### src/timer8_map.svh
// Register offsets, field positions, reset values and prescale taps
// Included by the timer module; holds definitions only
`ifndef TIMER8_MAP_SVH
`define TIMER8_MAP_SVH
`define T8_ADDR_W 3
`define T8_OFS_CTRL_A 3'h0
`define T8_OFS_CTRL_B 3'h1
`define T8_OFS_COUNT 3'h2
`define T8_OFS_COMPARE 3'h3
`define T8_OFS_IRQ_EN 3'h4
`define T8_OFS_FLAGS 3'h5
`define T8_CA_WAVE_LSB 0
`define T8_CA_ACT_LSB 4
`define T8_CB_CS_LSB 0
`define T8_CB_FORCE_BIT 7
`define T8_FL_OVF_BIT 0
`define T8_FL_CMP_BIT 1
`define T8_RST_BYTE 8'h00
`define T8_COUNT_MAX 8'hFF
`define T8_TAP_8 3
`define T8_TAP_64 6
`define T8_TAP_256 8
`define T8_TAP_1024 10
`endif

### src/timer8_pkg.sv
// Types shared by the timer/counter block
// Assumes the map header supplies the widths
`include "timer8_map.svh"
package timer8_pkg;
    typedef enum logic [1:0] {
        WAVE_NORMAL,
        WAVE_PHASE_PWM,
        WAVE_CTC,
        WAVE_FAST_PWM
    } wave_mode_e;
    typedef struct packed {
        logic [`T8_ADDR_W-1:0] addr;
        logic [7:0] wdata;
        logic wr;
        logic rd;
    } reg_req_s;
endpackage : timer8_pkg

### src/timer8_compare_unit.sv
// 8-bit timer/counter with one compare channel and a plain register port
// Assumes a synchronous single-cycle master on i_mclk; ext pin is async
//
// Function
// - Each tick clears, increments or decrements the counter per mode.
// - Clock select zero gives no tick; counter stays stopped.
// - CPU can read and write the counter at any time.
// - CPU counter write beats any same-cycle clear or count.
// - Top flag at maximum value, bottom flag at zero.
// - Waveform mode bits in control A set the counting sequence.
// - Overflow flag set per mode; may raise a CPU interrupt.
// - Comparator flags a match whenever counter equals compare value.
// - Compare flag sets on the tick following the match.
// - Compare interrupt needs flag, its enable and global enable.
// - Compare flag clears when its interrupt is serviced.
// - Writing one clears compare flag; writing zero keeps it.
// - Action field zero leaves the output alone on match.
// - New action value acts from the first match after the write.
// - Force strobe applies the action at once in non-PWM modes.
// - Action bits never change counting; mode bits do.
// - In PWM modes action bits pick inverted or non-inverted output.
// - In non-PWM modes action bits set, clear or toggle on match.
// - Mode zero counts up without clearing, wrapping max to zero.
// - Normal overflow sets as counter becomes zero; ack clears it.
// - Normal mode accepts counter writes at any time.
// - Mode two clears the counter on compare match.
//
// The address-and-strobe port and the placing of the registers were left to the implementer.
`timescale 1ns/10ps
`default_nettype none
`include "timer8_map.svh"

module timer8_compare_unit
    import timer8_pkg::*;
(
    input wire logic i_mclk,
    input wire logic i_rst,
    input wire reg_req_s i_bus,
    output logic [7:0] o_rdata,
    input wire logic i_ext_clk,
    input wire logic i_global_int_en,
    input wire logic i_ovf_ack,
    input wire logic i_cmp_ack,
    output logic o_ovf_irq,
    output logic o_cmp_irq,
    output logic o_cmp_pin
);

    // ----------------------------------------------------------------
    // Helper functions
    // ----------------------------------------------------------------
    // PWM modes are the odd encodings
    function automatic logic is_pwm(input wave_mode_e m);
        is_pwm = (m == WAVE_PHASE_PWM) || (m == WAVE_FAST_PWM);
    endfunction : is_pwm

    // Non-PWM action: 1 toggle, 2 clear, 3 set, 0 hold
    function automatic logic act_out(input logic [1:0] a,
                                     input logic cur);
        unique case (a)
            2'h0: act_out = cur;
            2'h1: act_out = ~cur;
            2'h2: act_out = 1'b0;
            2'h3: act_out = 1'b1;
        endcase
    endfunction : act_out

    // True when the low tap bits of the prescaler are all ones
    function automatic logic tap_done(input logic [9:0] p,
                                      input int unsigned n);
        logic [9:0] m;
        m = 10'((11'h001 << n) - 11'h001);
        tap_done = (p & m) == m;
    endfunction : tap_done

    // ----------------------------------------------------------------
    // State
    // ----------------------------------------------------------------
    wave_mode_e wave_r, wave_nxt;
    logic [1:0] action_r, action_nxt;
    logic [2:0] cs_r, cs_nxt;
    logic [7:0] count_r, count_nxt;
    logic [7:0] compare_r, compare_nxt;
    logic ovf_en_r, ovf_en_nxt;
    logic cmp_en_r, cmp_en_nxt;
    logic ovf_flag_r, ovf_flag_nxt;
    logic cmp_flag_r, cmp_flag_nxt;
    logic down_r, down_nxt;
    logic block_r, block_nxt;
    logic pin_r, pin_nxt;
    logic [9:0] presc_r, presc_nxt;
    logic ext_meta_r, ext_sync_r, ext_prev_r;
    logic [7:0] rdata_r, rdata_nxt;
    logic ovf_irq_r, cmp_irq_r;

    // ----------------------------------------------------------------
    // Register decode
    // ----------------------------------------------------------------
    wire wr_ca = i_bus.wr && (i_bus.addr == `T8_OFS_CTRL_A);
    wire wr_cb = i_bus.wr && (i_bus.addr == `T8_OFS_CTRL_B);
    wire wr_cnt = i_bus.wr && (i_bus.addr == `T8_OFS_COUNT);
    wire wr_cmp = i_bus.wr && (i_bus.addr == `T8_OFS_COMPARE);
    wire wr_ien = i_bus.wr && (i_bus.addr == `T8_OFS_IRQ_EN);
    wire wr_fl = i_bus.wr && (i_bus.addr == `T8_OFS_FLAGS);
    wire force_stb = wr_cb && i_bus.wdata[`T8_CB_FORCE_BIT];
    wire clr_ovf = wr_fl && i_bus.wdata[`T8_FL_OVF_BIT];
    wire clr_cmp = wr_fl && i_bus.wdata[`T8_FL_CMP_BIT];

    assign wave_nxt = wr_ca ?
        wave_mode_e'(i_bus.wdata[`T8_CA_WAVE_LSB +: 2]) : wave_r;
    // The action field is only sampled at match, force or fast PWM top, so a write
    // naturally applies from the next match onward
    assign action_nxt = wr_ca ?
        i_bus.wdata[`T8_CA_ACT_LSB +: 2] : action_r;
    assign cs_nxt = wr_cb ? i_bus.wdata[`T8_CB_CS_LSB +: 3] : cs_r;
    assign compare_nxt = wr_cmp ? i_bus.wdata : compare_r;
    assign ovf_en_nxt = wr_ien ? i_bus.wdata[`T8_FL_OVF_BIT] : ovf_en_r;
    assign cmp_en_nxt = wr_ien ? i_bus.wdata[`T8_FL_CMP_BIT] : cmp_en_r;

    // ----------------------------------------------------------------
    // Tick generation
    // ----------------------------------------------------------------
    // Prescaler only runs while a source is picked, so each start
    // begins a full divided period
    assign presc_nxt = (cs_r == 3'h0) ? 10'h000 : presc_r + 10'h001;
    wire ext_fall = ext_prev_r && !ext_sync_r;
    wire ext_rise = !ext_prev_r && ext_sync_r;
    logic tick;
    always_comb begin
        unique case (cs_r)
            3'h0: tick = 1'b0;
            3'h1: tick = 1'b1;
            3'h2: tick = tap_done(presc_r, `T8_TAP_8);
            3'h3: tick = tap_done(presc_r, `T8_TAP_64);
            3'h4: tick = tap_done(presc_r, `T8_TAP_256);
            3'h5: tick = tap_done(presc_r, `T8_TAP_1024);
            3'h6: tick = ext_fall;
            3'h7: tick = ext_rise;
        endcase
    end

    // ----------------------------------------------------------------
    // Counter unit
    // ----------------------------------------------------------------
    wire at_top = (count_r == `T8_COUNT_MAX);
    wire at_bottom = (count_r == 8'h00);
    wire match = (count_r == compare_r);
    // A counter write suppresses the match on the following tick
    wire cmp_hit = tick && match && !block_r;
    wire pwm = is_pwm(wave_r);

    // Next count per mode; action bits play no part here
    logic [7:0] step;
    always_comb begin
        step = count_r + 8'h01;
        down_nxt = down_r;
        unique case (wave_r)
            WAVE_NORMAL: step = count_r + 8'h01;
            WAVE_FAST_PWM: step = count_r + 8'h01;
            WAVE_CTC: step = match ? 8'h00 : count_r + 8'h01;
            WAVE_PHASE_PWM: begin
                if (at_top) begin
                    down_nxt = 1'b1;
                end else if (at_bottom) begin
                    down_nxt = 1'b0;
                end
                step = (down_nxt ? count_r - 8'h01 : count_r + 8'h01);
            end
        endcase
        if (!tick || wave_r != WAVE_PHASE_PWM) begin
            down_nxt = (wave_r == WAVE_PHASE_PWM) ? down_r : 1'b0;
        end
    end

    // CPU write first, then tick, else hold
    assign count_nxt = wr_cnt ? i_bus.wdata :
                       tick ? step : count_r;
    assign block_nxt = wr_cnt ? 1'b1 : (tick ? 1'b0 : block_r);

    // ----------------------------------------------------------------
    // Flags: a set in the same cycle as a clear wins
    // ----------------------------------------------------------------
    wire ovf_set = tick && !wr_cnt && (wave_r == WAVE_PHASE_PWM ?
                   (down_r && at_bottom) : at_top);
    assign ovf_flag_nxt = ovf_set ||
        (ovf_flag_r && !clr_ovf && !i_ovf_ack);
    assign cmp_flag_nxt = cmp_hit ||
        (cmp_flag_r && !clr_cmp && !i_cmp_ack);

    // ----------------------------------------------------------------
    // Waveform output
    // ----------------------------------------------------------------
    always_comb begin
        pin_nxt = pin_r;
        if (!pwm) begin
            // Force gives the match action without flag or clear
            if (cmp_hit || force_stb) begin
                pin_nxt = act_out(action_r, pin_r);
            end
        end else if (action_r[1]) begin
            // Action 2 non-inverted, 3 inverted; 0 and 1 leave the pin
            if (cmp_hit) begin
                pin_nxt = (wave_r == WAVE_PHASE_PWM && down_r) ?
                          !action_r[0] : action_r[0];
            end else if (tick && at_top &&
                         wave_r == WAVE_FAST_PWM) begin
                pin_nxt = !action_r[0];
            end
        end
    end

    // ----------------------------------------------------------------
    // Read mux; the force bit always reads back as zero
    // ----------------------------------------------------------------
    always_comb begin
        rdata_nxt = 8'h00;
        if (i_bus.rd) begin
            unique case (i_bus.addr)
                `T8_OFS_CTRL_A: rdata_nxt = {2'h0, action_r, 2'h0, wave_r};
                `T8_OFS_CTRL_B: rdata_nxt = {5'h00, cs_r};
                `T8_OFS_COUNT: rdata_nxt = count_r;
                `T8_OFS_COMPARE: rdata_nxt = compare_r;
                `T8_OFS_IRQ_EN: rdata_nxt = {6'h00, cmp_en_r, ovf_en_r};
                `T8_OFS_FLAGS: rdata_nxt = {6'h00, cmp_flag_r, ovf_flag_r};
                default: rdata_nxt = 8'h00;
            endcase
        end
    end

    // ----------------------------------------------------------------
    // Flip-flops
    // ----------------------------------------------------------------
    // External pin synchroniser; the second and third stages feed the edge detect
    always_ff @(posedge i_mclk or posedge i_rst) begin
        if (i_rst) begin
            ext_meta_r <= 1'b0;
            ext_sync_r <= 1'b0;
            ext_prev_r <= 1'b0;
        end else begin
            ext_meta_r <= i_ext_clk;
            ext_sync_r <= ext_meta_r;
            ext_prev_r <= ext_sync_r;
        end
    end

    // Control and configuration registers, all zero at reset
    always_ff @(posedge i_mclk or posedge i_rst) begin
        if (i_rst) begin
            wave_r <= WAVE_NORMAL;
            action_r <= 2'h0;
            cs_r <= 3'h0;
            compare_r <= `T8_RST_BYTE;
            ovf_en_r <= 1'b0;
            cmp_en_r <= 1'b0;
        end else begin
            wave_r <= wave_nxt;
            action_r <= action_nxt;
            cs_r <= cs_nxt;
            compare_r <= compare_nxt;
            ovf_en_r <= ovf_en_nxt;
            cmp_en_r <= cmp_en_nxt;
        end
    end

    // Counting state and flags
    always_ff @(posedge i_mclk or posedge i_rst) begin
        if (i_rst) begin
            count_r <= `T8_RST_BYTE;
            presc_r <= 10'h000;
            down_r <= 1'b0;
            block_r <= 1'b0;
            ovf_flag_r <= 1'b0;
            cmp_flag_r <= 1'b0;
            pin_r <= 1'b0;
        end else begin
            count_r <= count_nxt;
            presc_r <= presc_nxt;
            down_r <= down_nxt;
            block_r <= block_nxt;
            ovf_flag_r <= ovf_flag_nxt;
            cmp_flag_r <= cmp_flag_nxt;
            pin_r <= pin_nxt;
        end
    end

    // Registered outputs; requests need flag, enable and global enable
    always_ff @(posedge i_mclk or posedge i_rst) begin
        if (i_rst) begin
            rdata_r <= 8'h00;
            ovf_irq_r <= 1'b0;
            cmp_irq_r <= 1'b0;
        end else begin
            rdata_r <= rdata_nxt;
            ovf_irq_r <= ovf_flag_r && ovf_en_r && i_global_int_en;
            cmp_irq_r <= cmp_flag_r && cmp_en_r && i_global_int_en;
        end
    end

    assign o_rdata = rdata_r;
    assign o_ovf_irq = ovf_irq_r;
    assign o_cmp_irq = cmp_irq_r;
    assign o_cmp_pin = pin_r;
endmodule : timer8_compare_unit
`default_nettype wire

### config.mk
export PLATFORM = sky130hd
export DESIGN_NAME = timer8_compare_unit
export DESIGN_NICKNAME = d
export VERILOG_FILES = /design/src/timer8_pkg.sv /design/src/timer8_compare_unit.sv
export VERILOG_INCLUDE_DIRS = /design/src
export SDC_FILE = /design/constraint.sdc
export NUM_CORES = 1
export LEC_CHECK = 0
export BUFFER_PORTS_ARGS = -buffer_cell sky130_fd_sc_hd__buf_4
export CAP_MARGIN = 30
export CORE_MARGIN = 5
export CORE_UTILIZATION = 40
export CTS_CLUSTER_SIZE = 12
export DETAILED_ROUTE_END_ITERATION = 8
export GPL_ROUTABILITY_DRIVEN = 0
export GPL_TIMING_DRIVEN = 1
export HOLD_SLACK_MARGIN = 0.08
export SYNTH_ARGS = -nofsm -noshare
export SYNTH_HDL_FRONTEND = slang
export SYNTH_SLANG_ARGS = --single-unit
### constraint.sdc
create_clock -name i_mclk -period 2.43 [get_ports i_mclk]
set_input_delay 0.486 -clock i_mclk [delete_from_list [all_inputs] [get_ports i_mclk]]
set_output_delay 0.486 -clock i_mclk [all_outputs]
set_load 0.03 [all_outputs]
==> flow_summary.ini <==
[run_status]
status = complete, no violations

[timing]
fin_tns_setup_ps = 0
setup_slack_ps = 197
slew_violations = 0
rsz0062_at_grt = false
hold_viol_final = 0
tightest_slew_ps = 555
finalCritPeriodShare = 0.919
skew_ps = 19.0
fmax_ghz = 0.448
post-route-min-period_ps = 2230
whs_ps = 193
setup_viol = 0
slew-limit-headroom = 0.628

[power]
peakVddDrop_v = 0.000321
p_leak_nw = 1.62
seqPwrFrac = 0.425
p_sw_mw = 1.25
clockPowerShare = 0.176
swShare = 0.403
p_per_area_nw_per_um2 = 871
internal-power_mw = 1.84
power_frac_comb = 0.399
power_mw = 3.09

[routing]
drt_pre_antenna_iters = 4
vias = 2536
drt-vias-per-instance = 5.50
wl_per_cell_um = 16.7
routed_wl_mm = 7.72
drtAntennaViolNets = 0
drt_iter0_drc = 144
drc = 0

[worst_setup_path]
rrSetupSlack_ps = 200
crit-reg2reg-capture = count_r[7]
reg2regPathDepth = 7
crit_required_ps = 2680
critPathKind = flop to flop
crit_fanout = 8
crit_start = wave_r[1]
cp-start-kind = flop
arrival_ps = 2480
regToRegStartpoint = wave_r[1]
critPathCaptureType = flop
crit_end = count_r[7]

[clock_network]
cts-buffers-inserted = 5
clk_latency_ps = 320
cts_tree = built
postCtsSetupBuffers = 0
cts_root_buffer = clkbuf_8
cts_resized = 0
cts.htree.levels = 2
clk_path_buf_depth = 2
post_cts_hold_buffer_count = 0
clk_pin_slew_ps = 120
cts_sinks = 53

[synth]
netlist_top_cells_area = dfrtp_1 (43%), mux2_2 (4.8%), nand2_1 (4.5%), nor2_1 (3.8%), xnor2_1 (3.4%)
yosysWarnings = 0
ys_async_sr_fraction = 1.00
syn-cell-area_um2 = 3070
synth_ff_type = dfrtp_1
avgSynthCellArea_um2 = 9.41
yosysUniqueCellTypes = 54
syn_inst = 326
ys_seq_elements = 53
synth_fp_nets = 353
synth_top_cell_by_area = dfrtp_1
seq_area_frac_synth = 0.432
synth_edf_count = 0
synth_top_area_frac = 0.432

[floorplan]
core_area_um2 = 7610
die_h_um = 97.6
row_count = 32
io_pins = 30
fp.dieW_um = 97.6
die-area_um2 = 9520
initial_core_util = 0.403

[cells_and_area]
syn_to_final_growth_pct = 15.8
fin_area_um2 = 3550
nets = 385
multi_input_area_um2 = 1620
layout-drive-gt1-share = 0.201
antennaDiodeCount = 0
fillers = 749
fin_util = 0.467
regArea_um2 = 1330
fin_cells = 461

[place]
placed_area_um2 = 3450
dp_slack_ps = 240
placedCellCount = 453
port_buffers = 29
dp_hpwl_mm = 5.76

[global_routing]
grt_pass1_vias = 2505
track_usage = 0.163
overflow = 0
antenna_found_initial = 0
grt_max_degree = 31
grt_pass1_wl_mm = 12.8

[job]
max_cap_violations = 0

[hold_path]
hold_path.class = primary input to asynchronous set/reset pin
cell usage in the layout (no fill, tap or decap), types with 8 or more instances in the layout:
| cell type | synthesis | layout |
|---|---|---|
| mux2_2 | 13 | 13 |
| nand3_1 | 9 | 9 |
| o21ai_0 | 18 | 18 |
| xnor2_1 | 12 | 12 |
| nand2_1 | 37 | 37 |
| a21oi_1 | 11 | 11 |
| nor3_1 | 9 | 9 |
| mux2i_1 | 10 | 10 |
| dfrtp_1 | 53 | 53 |
| buf_4 | 0 | 42 |
| a31oi_1 | 9 | 9 |
| inv_1 | 12 | 11 |
| ha_1 | 8 | 8 |
| nor2_1 | 31 | 31 |
sequential cells by signal, indices dropped and copies added, names as in the netlist, 2 cells and up:
| signal | cells |
|---|---|
| o_rdata | 8 |
| action_r | 2 |
| cs_r | 3 |
| compare_r | 8 |
| wave_r | 2 |
| presc_r | 10 |
| count_r | 8 |
worst max-delay path, stage by stage, from the launching register on:
cell	delay, ps
dfrtp_1	450
inv_1	90
ha_1	320
nand2b_1	200
o2bb2ai_1	470
nand2_1	180
o311a_1	310
a21oi_1	130
final cells by class:
cell class | instances | area share
Clock buffer | 5 | 0.0194
Clock inverter | 3 | 0.00810
Inverter | 12 | 0.0127
Multi-Input combinational cell | 243 | 0.456
Sequential cell | 53 | 0.374
Tap cell | 102 | 0.0359
Timing Repair Buffer | 43 | 0.0944
power by group through the flow:
stage                     Clock, mW  Sequential [mW]  Combinational [mW]
after floorplan                   0             1.23               0.930
after CTS                     0.562             1.31                1.23
after detailed placement          0             1.33                1.23
after global routing          0.595             1.35                1.36
after global placement            0             1.32                1.22
final                         0.543             1.31                1.23
kinds of logic after synthesis:
group                    Yosys count  share of synthesized area
AO/OA/AOI/OAI                     69                      0.155
XOR/XNOR                          18                     0.0514
adder cells (fa/ha/maj)            8                     0.0326
buffers and inverters             30                     0.0396
flip-flops                        53                      0.432
multiplexers                      23                     0.0804
AND/OR/NAND/NOR                  125                      0.209
metal layers:
layer | vias up | wire length, um | part of all wire | global-route usage
li1 | 1223 | - | - | -
met1 | 1231 | 3430 | 0.44 | 0.214
met2 | 67 | 3720 | 0.48 | 0.262
met3 | 15 | 331 | 0.043 | 0.0258
met4 | 0 | 240 | 0.031 | 0.0745
met5 | - | 0 | 0 | 0
synth_stat cells, drive strengths merged, types with 8 or more instances:
cell     n
a21oi   11
a31oi    9
clkbuf  11
dfrtp   53
ha       8
inv     12
mux2    13
mux2i   10
nand2   37
nand3    9
nor2    31
nor3     9
o21ai   18
xnor2   12
worst min path at each step:
stage          startpoint          to  depth (start not counted)
6_report            i_rst   o_cmp_irq                          2
4_1_cts             i_rst   o_cmp_irq                          2
3_5_place_dp   ext_meta_r  ext_sync_r                          0
5_1_grt             i_rst   o_cmp_irq                          2
2_1_floorplan  ext_meta_r  ext_sync_r                          0
3_3_place_gp   ext_meta_r  ext_sync_r                          0
Note: power is estimated with default switching activity, not from simulation.
